==> src/design/phywst_pkg.sv <==
// constants, types and helpers for the write-slot timing block
// assumes one clock at memory-clock rate, inputs synchronous to it
// Notes on behaviour
// - slot 0 leaves first as memory command, then slots in ascending order.
// - half/quarter rate: write in slot 0 aligned, other slots unaligned.
// - write latency fixed by calibration and static after calibration done.
// - one latency unit is 1, 2 or 4 memory clocks per rate.
// - reported write latency lies within 0 to 63 interface clocks.
package phywst_pkg;
    localparam int SLOT_MAX = 4;
    localparam int CMD_W = 3;
    localparam int DQ_W = 8;
    localparam int WLAT_W = 6;
    localparam int WLAT_MEAS_W = 7;
    localparam logic [WLAT_MEAS_W-1:0] WLAT_MAX = 7'h3f;
    localparam int HIST_D = 63;
    // command field is {ras_n, cas_n, we_n}
    localparam logic [CMD_W-1:0] CMD_WRITE = 3'h4;
    localparam logic [CMD_W-1:0] CMD_NOP = 3'h7;
    localparam logic CS_IDLE = 1'h1;
    localparam int CLK_PERIOD_NS = 10;
    localparam int CAL_TIME_NS = 1000;
    localparam int CAL_CYC = (CAL_TIME_NS + CLK_PERIOD_NS - 1) / CLK_PERIOD_NS;
    localparam int CAL_CNT_W = 8;

    typedef enum logic [2:0] {
        PHYWST_RATE_FULL = 3'h1,
        PHYWST_RATE_HALF = 3'h2,
        PHYWST_RATE_QUARTER = 3'h4
    } phywst_rate_t;

    typedef enum logic [4:0] {
        PHYWST_CAL_IDLE = 5'h01,
        PHYWST_CAL_RUN = 5'h02,
        PHYWST_CAL_SETTLE = 5'h04,
        PHYWST_CAL_DONE = 5'h08,
        PHYWST_CAL_FAIL = 5'h10
    } phywst_cal_t;

    // last slot index used per interface clock
    function automatic logic [1:0] phywst_last_slot(input phywst_rate_t rate);
        case (rate)
            PHYWST_RATE_HALF: phywst_last_slot = 2'h1;
            PHYWST_RATE_QUARTER: phywst_last_slot = 2'h3;
            default: phywst_last_slot = 2'h0;
        endcase
    endfunction

    function automatic logic phywst_is_wr(input logic cs_n, input logic [CMD_W-1:0] cmd);
        phywst_is_wr = !cs_n && (cmd == CMD_WRITE);
    endfunction
endpackage

==> src/design/phywst_top.sv <==
// write-slot serialiser, calibration latency holder and write-slot checker
// assumes i_clk is the memory clock; slot buses valid while o_if_beat is high
module phywst_top import phywst_pkg::*; (
    input wire logic i_clk,
    input wire logic i_arst_n,
    input wire phywst_rate_t i_rate,
    input wire logic i_cal_req,
    input wire logic [WLAT_MEAS_W-1:0] i_wlat_meas,
    input wire logic [SLOT_MAX-1:0] i_cs_n_slots,
    input wire logic [SLOT_MAX*CMD_W-1:0] i_cmd_slots,
    input wire logic [SLOT_MAX-1:0] i_dqs_burst_slots,
    input wire logic [SLOT_MAX-1:0] i_wvalid_slots,
    input wire logic [SLOT_MAX*DQ_W-1:0] i_wdata_slots,
    input wire logic [SLOT_MAX-1:0] i_write_mask_slots,
    output logic o_if_beat,
    output logic [WLAT_W-1:0] o_wlat,
    output logic o_cal_success,
    output logic o_cal_fail,
    output logic o_mem_cs_n,
    output logic [CMD_W-1:0] o_mem_cmd,
    output logic o_mem_dqs_burst,
    output logic o_mem_wvalid,
    output logic [DQ_W-1:0] o_mem_wdata,
    output logic o_mem_write_mask,
    output logic o_wr_aligned,
    output logic o_wr_unaligned,
    output logic o_wr_slot_err
);
    logic [1:0] phase_r;
    logic [1:0] last_slot;
    logic [SLOT_MAX-1:0] hold_cs_r;
    logic [SLOT_MAX*CMD_W-1:0] hold_cmd_r;
    logic [SLOT_MAX-1:0] hold_dqs_r;
    logic [SLOT_MAX-1:0] hold_wv_r;
    logic [SLOT_MAX*DQ_W-1:0] hold_wd_r;
    logic [SLOT_MAX-1:0] hold_wm_r;
    logic [SLOT_MAX-1:0] src_cs;
    logic [SLOT_MAX*CMD_W-1:0] src_cmd;
    logic [SLOT_MAX-1:0] src_dqs;
    logic [SLOT_MAX-1:0] src_wv;
    logic [SLOT_MAX*DQ_W-1:0] src_wd;
    logic [SLOT_MAX-1:0] src_wm;
    logic [SLOT_MAX-1:0] used_mask;
    logic [SLOT_MAX-1:0] wr_mask;
    logic [SLOT_MAX-1:0] exp_mask;
    logic [SLOT_MAX-1:0] hist_r [HIST_D];
    phywst_cal_t cal_r;
    logic [CAL_CNT_W-1:0] cal_cnt_r;
    logic cal_end;

    assign last_slot = phywst_last_slot(i_rate);
    assign o_if_beat = (phase_r == 2'h0);

    // interface beat every 1, 2 or 4 memory clocks
    always_ff @(posedge i_clk or negedge i_arst_n) begin
        if (!i_arst_n) begin
            phase_r <= 2'h0;
        end else if (phase_r >= last_slot) begin
            phase_r <= 2'h0;
        end else begin
            phase_r <= phase_r + 2'h1;
        end
    end

    // bundle taken at the beat, held for the later slots
    always_ff @(posedge i_clk or negedge i_arst_n) begin
        if (!i_arst_n) begin
            hold_cs_r <= '1;
            hold_cmd_r <= {SLOT_MAX{CMD_NOP}};
            hold_dqs_r <= '0;
            hold_wv_r <= '0;
            hold_wd_r <= '0;
            hold_wm_r <= '0;
        end else if (o_if_beat) begin
            hold_cs_r <= i_cs_n_slots;
            hold_cmd_r <= i_cmd_slots;
            hold_dqs_r <= i_dqs_burst_slots;
            hold_wv_r <= i_wvalid_slots;
            hold_wd_r <= i_wdata_slots;
            hold_wm_r <= i_write_mask_slots;
        end
    end

    assign src_cs = o_if_beat ? i_cs_n_slots : hold_cs_r;
    assign src_cmd = o_if_beat ? i_cmd_slots : hold_cmd_r;
    assign src_dqs = o_if_beat ? i_dqs_burst_slots : hold_dqs_r;
    assign src_wv = o_if_beat ? i_wvalid_slots : hold_wv_r;
    assign src_wd = o_if_beat ? i_wdata_slots : hold_wd_r;
    assign src_wm = o_if_beat ? i_write_mask_slots : hold_wm_r;

    // slot n leaves on the n-th memory clock of the beat
    always_ff @(posedge i_clk or negedge i_arst_n) begin
        if (!i_arst_n) begin
            o_mem_cs_n <= CS_IDLE;
            o_mem_cmd <= CMD_NOP;
            o_mem_dqs_burst <= 1'h0;
            o_mem_wvalid <= 1'h0;
            o_mem_wdata <= '0;
            o_mem_write_mask <= 1'h0;
        end else begin
            o_mem_cs_n <= src_cs[phase_r];
            o_mem_cmd <= src_cmd[CMD_W*phase_r +: CMD_W];
            o_mem_dqs_burst <= src_dqs[phase_r];
            o_mem_wvalid <= src_wv[phase_r];
            o_mem_wdata <= src_wd[DQ_W*phase_r +: DQ_W];
            o_mem_write_mask <= src_wm[phase_r];
        end
    end

    always_comb begin
        used_mask = '0;
        wr_mask = '0;
        for (int k = 0; k < SLOT_MAX; k++) begin
            used_mask[k] = (k <= int'(last_slot));
            wr_mask[k] = used_mask[k] && phywst_is_wr(i_cs_n_slots[k], i_cmd_slots[CMD_W*k +: CMD_W]);
        end
    end

    // aligned / unaligned classification, half and quarter rate only
    always_ff @(posedge i_clk or negedge i_arst_n) begin
        if (!i_arst_n) begin
            o_wr_aligned <= 1'h0;
            o_wr_unaligned <= 1'h0;
        end else begin
            o_wr_aligned <= o_if_beat && (i_rate != PHYWST_RATE_FULL) && wr_mask[0];
            o_wr_unaligned <= o_if_beat && (i_rate != PHYWST_RATE_FULL) && !wr_mask[0] && (wr_mask[SLOT_MAX-1:1] != '0);
        end
    end

    // calibration: cal request acts as a synchronous restart
    assign cal_end = (cal_r == PHYWST_CAL_RUN) && (cal_cnt_r == CAL_CNT_W'(CAL_CYC - 1));

    always_ff @(posedge i_clk or negedge i_arst_n) begin
        if (!i_arst_n) begin
            cal_r <= PHYWST_CAL_IDLE;
            cal_cnt_r <= '0;
        end else if (i_cal_req) begin
            cal_r <= PHYWST_CAL_IDLE;
            cal_cnt_r <= '0;
        end else begin
            unique case (cal_r)
                PHYWST_CAL_IDLE: cal_r <= PHYWST_CAL_RUN;
                PHYWST_CAL_RUN: begin
                    cal_cnt_r <= cal_cnt_r + CAL_CNT_W'(1);
                    if (cal_end) begin
                        cal_r <= (i_wlat_meas > WLAT_MAX) ? PHYWST_CAL_FAIL : PHYWST_CAL_SETTLE;
                    end
                end
                PHYWST_CAL_SETTLE: cal_r <= PHYWST_CAL_DONE;
                PHYWST_CAL_DONE: cal_r <= PHYWST_CAL_DONE;
                PHYWST_CAL_FAIL: cal_r <= PHYWST_CAL_FAIL;
            endcase
        end
    end

    // latency latched once, a cycle before done rises
    always_ff @(posedge i_clk or negedge i_arst_n) begin
        if (!i_arst_n) begin
            o_wlat <= '0;
        end else if (cal_end && !i_cal_req && (i_wlat_meas <= WLAT_MAX)) begin
            o_wlat <= i_wlat_meas[WLAT_W-1:0];
        end
    end

    assign o_cal_success = (cal_r == PHYWST_CAL_DONE);
    assign o_cal_fail = (cal_r == PHYWST_CAL_FAIL);

    // write masks of past beats, for the latency check
    always_ff @(posedge i_clk or negedge i_arst_n) begin
        if (!i_arst_n) begin
            for (int k = 0; k < HIST_D; k++) begin
                hist_r[k] <= '0;
            end
        end else if (o_if_beat) begin
            hist_r[0] <= o_cal_success ? wr_mask : '0;
            for (int k = 1; k < HIST_D; k++) begin
                hist_r[k] <= hist_r[k-1];
            end
        end
    end

    // data must open wlat beats later in the command's own slot
    assign exp_mask = (o_wlat == '0) ? wr_mask : hist_r[o_wlat - WLAT_W'(1)];

    always_ff @(posedge i_clk or negedge i_arst_n) begin
        if (!i_arst_n) begin
            o_wr_slot_err <= 1'h0;
        end else if (i_cal_req) begin
            o_wr_slot_err <= 1'h0;
        end else if (o_if_beat && o_cal_success && ((exp_mask & ~i_wvalid_slots) != '0)) begin
            o_wr_slot_err <= 1'h1;
        end
    end
endmodule // phywst_top

==> config.mk <==
export PLATFORM = sky130hd
export DESIGN_NAME = phywst_top
export DESIGN_NICKNAME = d
export VERILOG_FILES = /design/src/design/phywst_pkg.sv /design/src/design/phywst_top.sv
export SDC_FILE = /design/constraint.sdc
export NUM_CORES = 1
export LEC_CHECK = 0
export BUFFER_PORTS_ARGS = -buffer_cell sky130_fd_sc_hd__buf_2
export CORE_ASPECT_RATIO = 1.5
export CORE_MARGIN = 1
export CORE_UTILIZATION = 66
export DETAILED_ROUTE_END_ITERATION = 10
export HOLD_SLACK_MARGIN = 0.05
export PLACE_DENSITY = 0.94
export SETUP_SLACK_MARGIN = 0.3
export SLEW_MARGIN = 20
export SYNTH_ARGS = -nofsm -noshare
export SYNTH_HDL_FRONTEND = slang
export SYNTH_SLANG_ARGS = --single-unit
==> constraint.sdc <==
create_clock -name i_clk -period 9.74 [get_ports i_clk]
set_clock_uncertainty 0.15 [all_clocks]
set_input_delay 1.461 -clock i_clk [delete_from_list [all_inputs] [get_ports i_clk]]
set_output_delay 1.461 -clock i_clk [all_outputs]
set_load 0.005 [all_outputs]
=== Word-level counts from Yosys, hierarchy flattened ===
Cells that the tools add are included.

* Bits in registers: 351
* Output and inout port bits: 27
* Logic and storage cells: 171

* $add $sub $neg: 3
* $mul: 1
* Magnitude comparators: 8
* Eq/ne operators: 14
* Shifts and indexed selects: 2
* Mux-type cells: 29
* Bitwise operators: 3
* Reduce and logical (&&, ||, !) cells: 29

{| class="wikitable"
|+ Operator list
! operator !! count
|-
| $mux W32 || 1
|-
| $mux W4 || 8
|-
| $shiftx A32 B6 Y8 || 1
|-
| $bmux W4 S6 || 1
|-
| $pmux W5 S4 || 1
|-
| $logic_and A1 B1 Y1 || 16
|-
| $mux W8 || 2
|-
| $eq A3 B3 Y1 const B || 5
|-
| $mux W5 || 3
|-
| $mux W12 || 1
|-
| $shiftx A12 B5 Y3 || 1
|-
| $add A8 B1 Y8 const B || 1
|-
| $bmux W1 S2 || 4
|-
| $eq A8 B7 Y1 const B || 1
|-
| $ge A7 B7 Y1 const B || 1
|-
| $gt A7 B6 Y1 const B || 1
|-
| $le A7 B6 Y1 const B || 1
|-
| $not A6 Y7 || 1
|-
| $logic_not A1 Y1 || 6
|-
| $logic_not A6 Y1 || 1
|-
| $mux W1 || 6
|-
| $sub A6 B1 Y6 const B || 1
|-
| $eq A5 B1 Y1 const B || 1
|-
| $eq A5 B2 Y1 const B || 1
|-
| other kinds (21) || 23
|}

=== Depth between registers and ports, before layout ===
* Word-level depth: 11
* Depth in mapped cells: 16
* Mapped depth without buffers: 9

=== Worst setup path after synthesis ===
OpenSTA, ideal clock, no wires.

* Path type: register to register
* Start point: register o_wlat[0]
* End point: register o_wr_slot_err
* Setup time: 0.124 ns
* Arrival time: 3.334 ns
* Slack: 6.132 ns
* Stages on the path, launching flop included: 15
* Period minus slack after synthesis: 3.608 ns
* Path through: dfrtp_1 -> buf_6 -> buf_4 -> inv_1 -> clkbuf_1 -> ha_1 -> buf_6 -> xor2_4 -> buf_6 -> mux4_1 -> mux2_2 -> o22ai_1 -> o31a_2 -> o211ai_1 -> o31a_1

* Cells in the longest elaborated chain, start to end: 10
* Elaborated cells between the ends (all ways): 11
* Classes of those cells: 1 x add/sub; 4 x mux; 2 x bitwise; 4 x reduce/logical

{| class="wikitable"
|+ Ends and longest elaborated chain
! item !! RTL line !! text
|-
| start, declared || phywst_top.sv:16 || <nowiki>output logic [WLAT_W-1:0] o_wlat,</nowiki>
|-
| start signal, assigned || phywst_top.sv:161 || <nowiki>o_wlat <= i_wlat_meas[WLAT_W-1:0];</nowiki>
|-
| $sub A6 B1 Y6 || phywst_top.sv:183 || <nowiki>assign exp_mask = (o_wlat == '0) ? wr_mask : hist_r[o_wlat - WLAT_W'(1)];</nowiki>
|-
| $not A6 Y7 (not written as such) || phywst_top.sv:183 ||
|-
| $bmux W4 S6 || phywst_top.sv:183 ||
|-
| $mux W4 (not written as such) (2 in a row) || phywst_top.sv:183 ||
|-
| $mux W4 (*) || phywst_top.sv:183 ||
|-
| $and A4 B4 Y4 (*) || phywst_top.sv:190 || <nowiki>end else if (o_if_beat && o_cal_success && ((exp_mask & ~i_wvalid_slots) != '0)) begin</nowiki>
|-
| $reduce_bool A4 Y1 (*) || phywst_top.sv:190 ||
|-
| $logic_and A1 B1 Y1 (*) || phywst_top.sv:190 ||
|-
| $reduce_bool A2 Y1 (no source line) (*) || n/a ||
|-
| end signal, assigned || phywst_top.sv:187 || <nowiki>o_wr_slot_err <= 1'h0;</nowiki>
|-
| end signal, assigned || phywst_top.sv:189 || <nowiki>o_wr_slot_err <= 1'h0;</nowiki>
|-
| end signal, assigned || phywst_top.sv:191 || <nowiki>o_wr_slot_err <= 1'h1;</nowiki>
|-
| end, declared || phywst_top.sv:27 || <nowiki>output logic o_wr_slot_err</nowiki>
|}

Mark *: on every way between the ends. The rest lies on a longest branch, timed or not. The select of a mux whose other input is x is not followed.
A chain may end at the register's enable or synchronous reset.

=== Worst setup path in the final report ===
Same ends and word-level chain as after synthesis.

==> results.cfg <==
[outcome]
status = finished clean

[final_layout]
layout-drive-gt1-share_pct = 50.94
nFillCells = 1214
stdcell_area_um2 = 17770
finalNetCount = 1175
area_growth_pct = 11.35
seqCellArea_um2 = 8811
final_cells = 1439
multiInputGateArea_um2 = 6768

[setup_path]
critPathMaxStageDelay_ns = 0.71
path_delay_family = buffers and inverters
cp_max_fo = 51
start_kind = flop
timing.critical_path.required_ns = 10.08
cp-end-kind = flop
path_cells = buf_4, inv_1, ha_1, xor2_4, buf_4, mux4_1, nor2_1, o32ai_1, nor3_1, a2111oi_0, o31a_1
cp_slowest_cell = buf_4
worstSetupPathType = reg -> reg
arrival_ns = 5.72
r2r_slack_ns = 4.36
critPathBufInv = 3
cp_common_cell = buf_4

[synth]
ys_ff_latch = 351
synth_cell_types = 66
ys_top_cells_by_area = dfrtp_1 52%, mux2_2 23%, mux4_2 7.2%, dfstp_2 3.5%, mux4_1 3.5%
yosys-top-cells-count = 330 x dfrtp_1, 320 x mux2_2, 51 x mux4_2
avgSynthCellArea_um2 = 15.62
yosysWarnings = 0
yosysMostFrequentCell = dfrtp_1
synth_area_um2 = 15960
synth.yosys.seq_area_share_pct = 55.20
synth_edf_count = 0
synth_top_flop_cell = dfrtp_1
synthCells = 1022
yosysTopAreaCellShare_pct = 51.74
synth.net_count = 1101
synth_top_cell_by_area = dfrtp_1
async_flop_share_pct = 100.0

[grt]
grt_pass1_vias = 10220
antenna_found_initial = 1
grt_max_degree = 202
grt_usage_pct = 29.69
grt.overflow.total = 0
grt_pass1_wl_mm = 56.25

[pwr]
worst_ir_drop_vdd_uv = 415.9
power.internal_mw = 2.894
pwr-share-clk_pct = 34.2
power.density_nw_per_um2 = 223.0
leakage_nw = 8.537
switchingPower_mw = 1.069
netSwitchingFraction_pct = 26.97
share_comb_of_total_power_pct = 21.8
power_frac_seq_pct = 44.0

[routing]
drcViolationCount = 0
routed_wl_mm = 34.73
dr.first_iter.drc_count = 697
drtAntennaViolNets = 0
vias_per_cell = 6.572
wl_per_cell_um = 24.13
vias = 9457
dr.pass1.iters = 5

[timing]
hold_viol = 0
fin_tns_setup_ns = 0
slew_viol_final = 0
tightestPinTransition_ns = 1.049
setup_viol = 0
fin_crit_ns = 5.376
rsz0062_at_grt = false
setup_ws_ns = 4.364
post-route-period-util_pct = 55.19
max-slew-margin-rel_pct = 30.09
fmax_ghz = 0.1860
holdWs_ns = 0.3489

[place]
port_buffers = 99
dp_slack_ns = 4.562
dp.cells = 1381
place_congestion = 0.8353
place_hpwl_mm = 20.29
place_area_um2 = 16610

[cts]
postCtsHoldBufs = 0
path_clk_slew_ns = 0.07
clock-sinks = 351
cts_tree = built
clockBufferDepth = 3
cts_buffers = 31
clock-root-buffer = clkbuf_16
htree_levels = 1
clk-insertion-delay-late_ns = 0.56
post_cts_resized = 0
post_cts_buffers = 0

[floorplan]
core_area_um2 = 23740
rows = 69
ios = 100
initial_utilization_pct = 67.22
chipHeight_um = 192.5
die_w_um = 129.0
dieArea_um2 = 24820

[run]
drv_cap = 0

[worst_hold_path]
hold_path_class = reg -> reg
-- registers in the layout, indices dropped and copies added (netlist names), 5 cells and up --
name / count
o_mem_wdata: 8
cal_r: 5
o_wlat: 6
hold_wd_r: 32
hold_cmd_r: 12
hist_r: 252
cal_cnt_r: 8
-- metal layers --
layer / vias up / share of wire (%) / GRT usage (%)
met1: 4925 / 37 / 35.36
met5: - / 0 / 0
li1: 3974 / - / -
met2: 415 / 52 / 51.27
met4: 0 / 5.4 / 16.11
met3: 143 / 5.8 / 5.184
-- area by class of cell --
cell class	instances	area share, %
Tap cell	319	2.246
Antenna cell	1	0.01408
Inverter	10	0.2112
Multi-Input combinational cell	594	38.08
Clock inverter	14	1.394
Sequential cell	351	49.58
Clock buffer	42	4.992
Timing Repair Buffer	108	3.478
-- power groups by stage --
stage	clock network [mW]	registers, mW	logic (mW)
4_1_cts	1.37	1.74	0.856
3_5_place_dp	0	1.75	0.830
6_report	1.36	1.74	0.865
5_1_grt	1.42	1.76	0.914
2_1_floorplan	0	1.72	0.658
3_3_place_gp	0	1.74	0.806
-- through the flow --
| step | utilization [%] | power, mW |
|---|---|---|
| 2_1_floorplan | - | 2.376 |
| 3_3_place_gp | 69.94 | 2.548 |
| 3_5_place_dp | 69.94 | 2.585 |
| 4_1_cts | 74.72 | 3.964 |
| 5_1_grt | 74.85 | 4.097 |
| 6_report | 74.85 | 3.963 |
-- worst paths after layout --
path | endpoint | depth (start not counted) | start
worst max register to register | o_wr_slot_err | 11 | o_wlat[0]
worst min-delay path | hold_wd_r[27] | 1 | hold_wd_r[27]
min in group asynchronous | cal_r[4] | 1 | i_arst_n
max in group asynchronous | o_wlat[0] | 3 | i_arst_n
worst min register to register | hold_wd_r[27] | 1 | hold_wd_r[27]
worst max-delay path | o_wr_slot_err | 11 | o_wlat[0]
-- worst reg2reg max path, delay by kind of cell, from the launching register on --
family                     cells  cell delay, ns
adders and majority gates      1            0.56
xor gates and xnor gates       1            0.54
muxes                          1            0.38
AOI/OAI and AO/OA              3            1.29
buffers and inverters          3            1.92
DFF                            1            0.34
and+or+nand+nor                2            0.14
-- cells by family (layout without fill, tap and decap cells) --
kind of cell | count (synthesis) | count (layout) | synth area share (%)
other cells | 0 | 1 | 0
buf+inv | 77 | 174 | 2.548
xor+xnor | 15 | 15 | 0.9408
flops | 351 | 351 | 55.20
compound gates | 51 | 51 | 2.423
fa+ha+maj | 6 | 6 | 0.4704
mux | 415 | 415 | 34.68
simple gates | 107 | 107 | 3.740
-- placed cells by master (no fill, tap or decap), drive strengths merged, types with 6 or more instances in the layout --
| cell | netlist | routed |
|---|---|---|
| a21oi | 7 | 7 |
| o22ai | 7 | 7 |
| xnor2 | 9 | 9 |
| dfrtp | 330 | 330 |
| ha | 6 | 6 |
| dfstp | 21 | 21 |
| bufinv | 0 | 7 |
| mux2 | 320 | 320 |
| clkbuf | 45 | 42 |
| nand2 | 16 | 16 |
| nor3 | 6 | 6 |
| mux4 | 72 | 72 |
| nand3 | 7 | 7 |
| o21ai | 6 | 6 |
| xor2 | 6 | 6 |
| inv | 9 | 9 |
| nand3b | 7 | 7 |
| mux2i | 23 | 23 |
| buf | 22 | 108 |
| nor2 | 33 | 33 |
| clkinv | 1 | 7 |
Note: power is estimated with default switching activity, not from simulation.
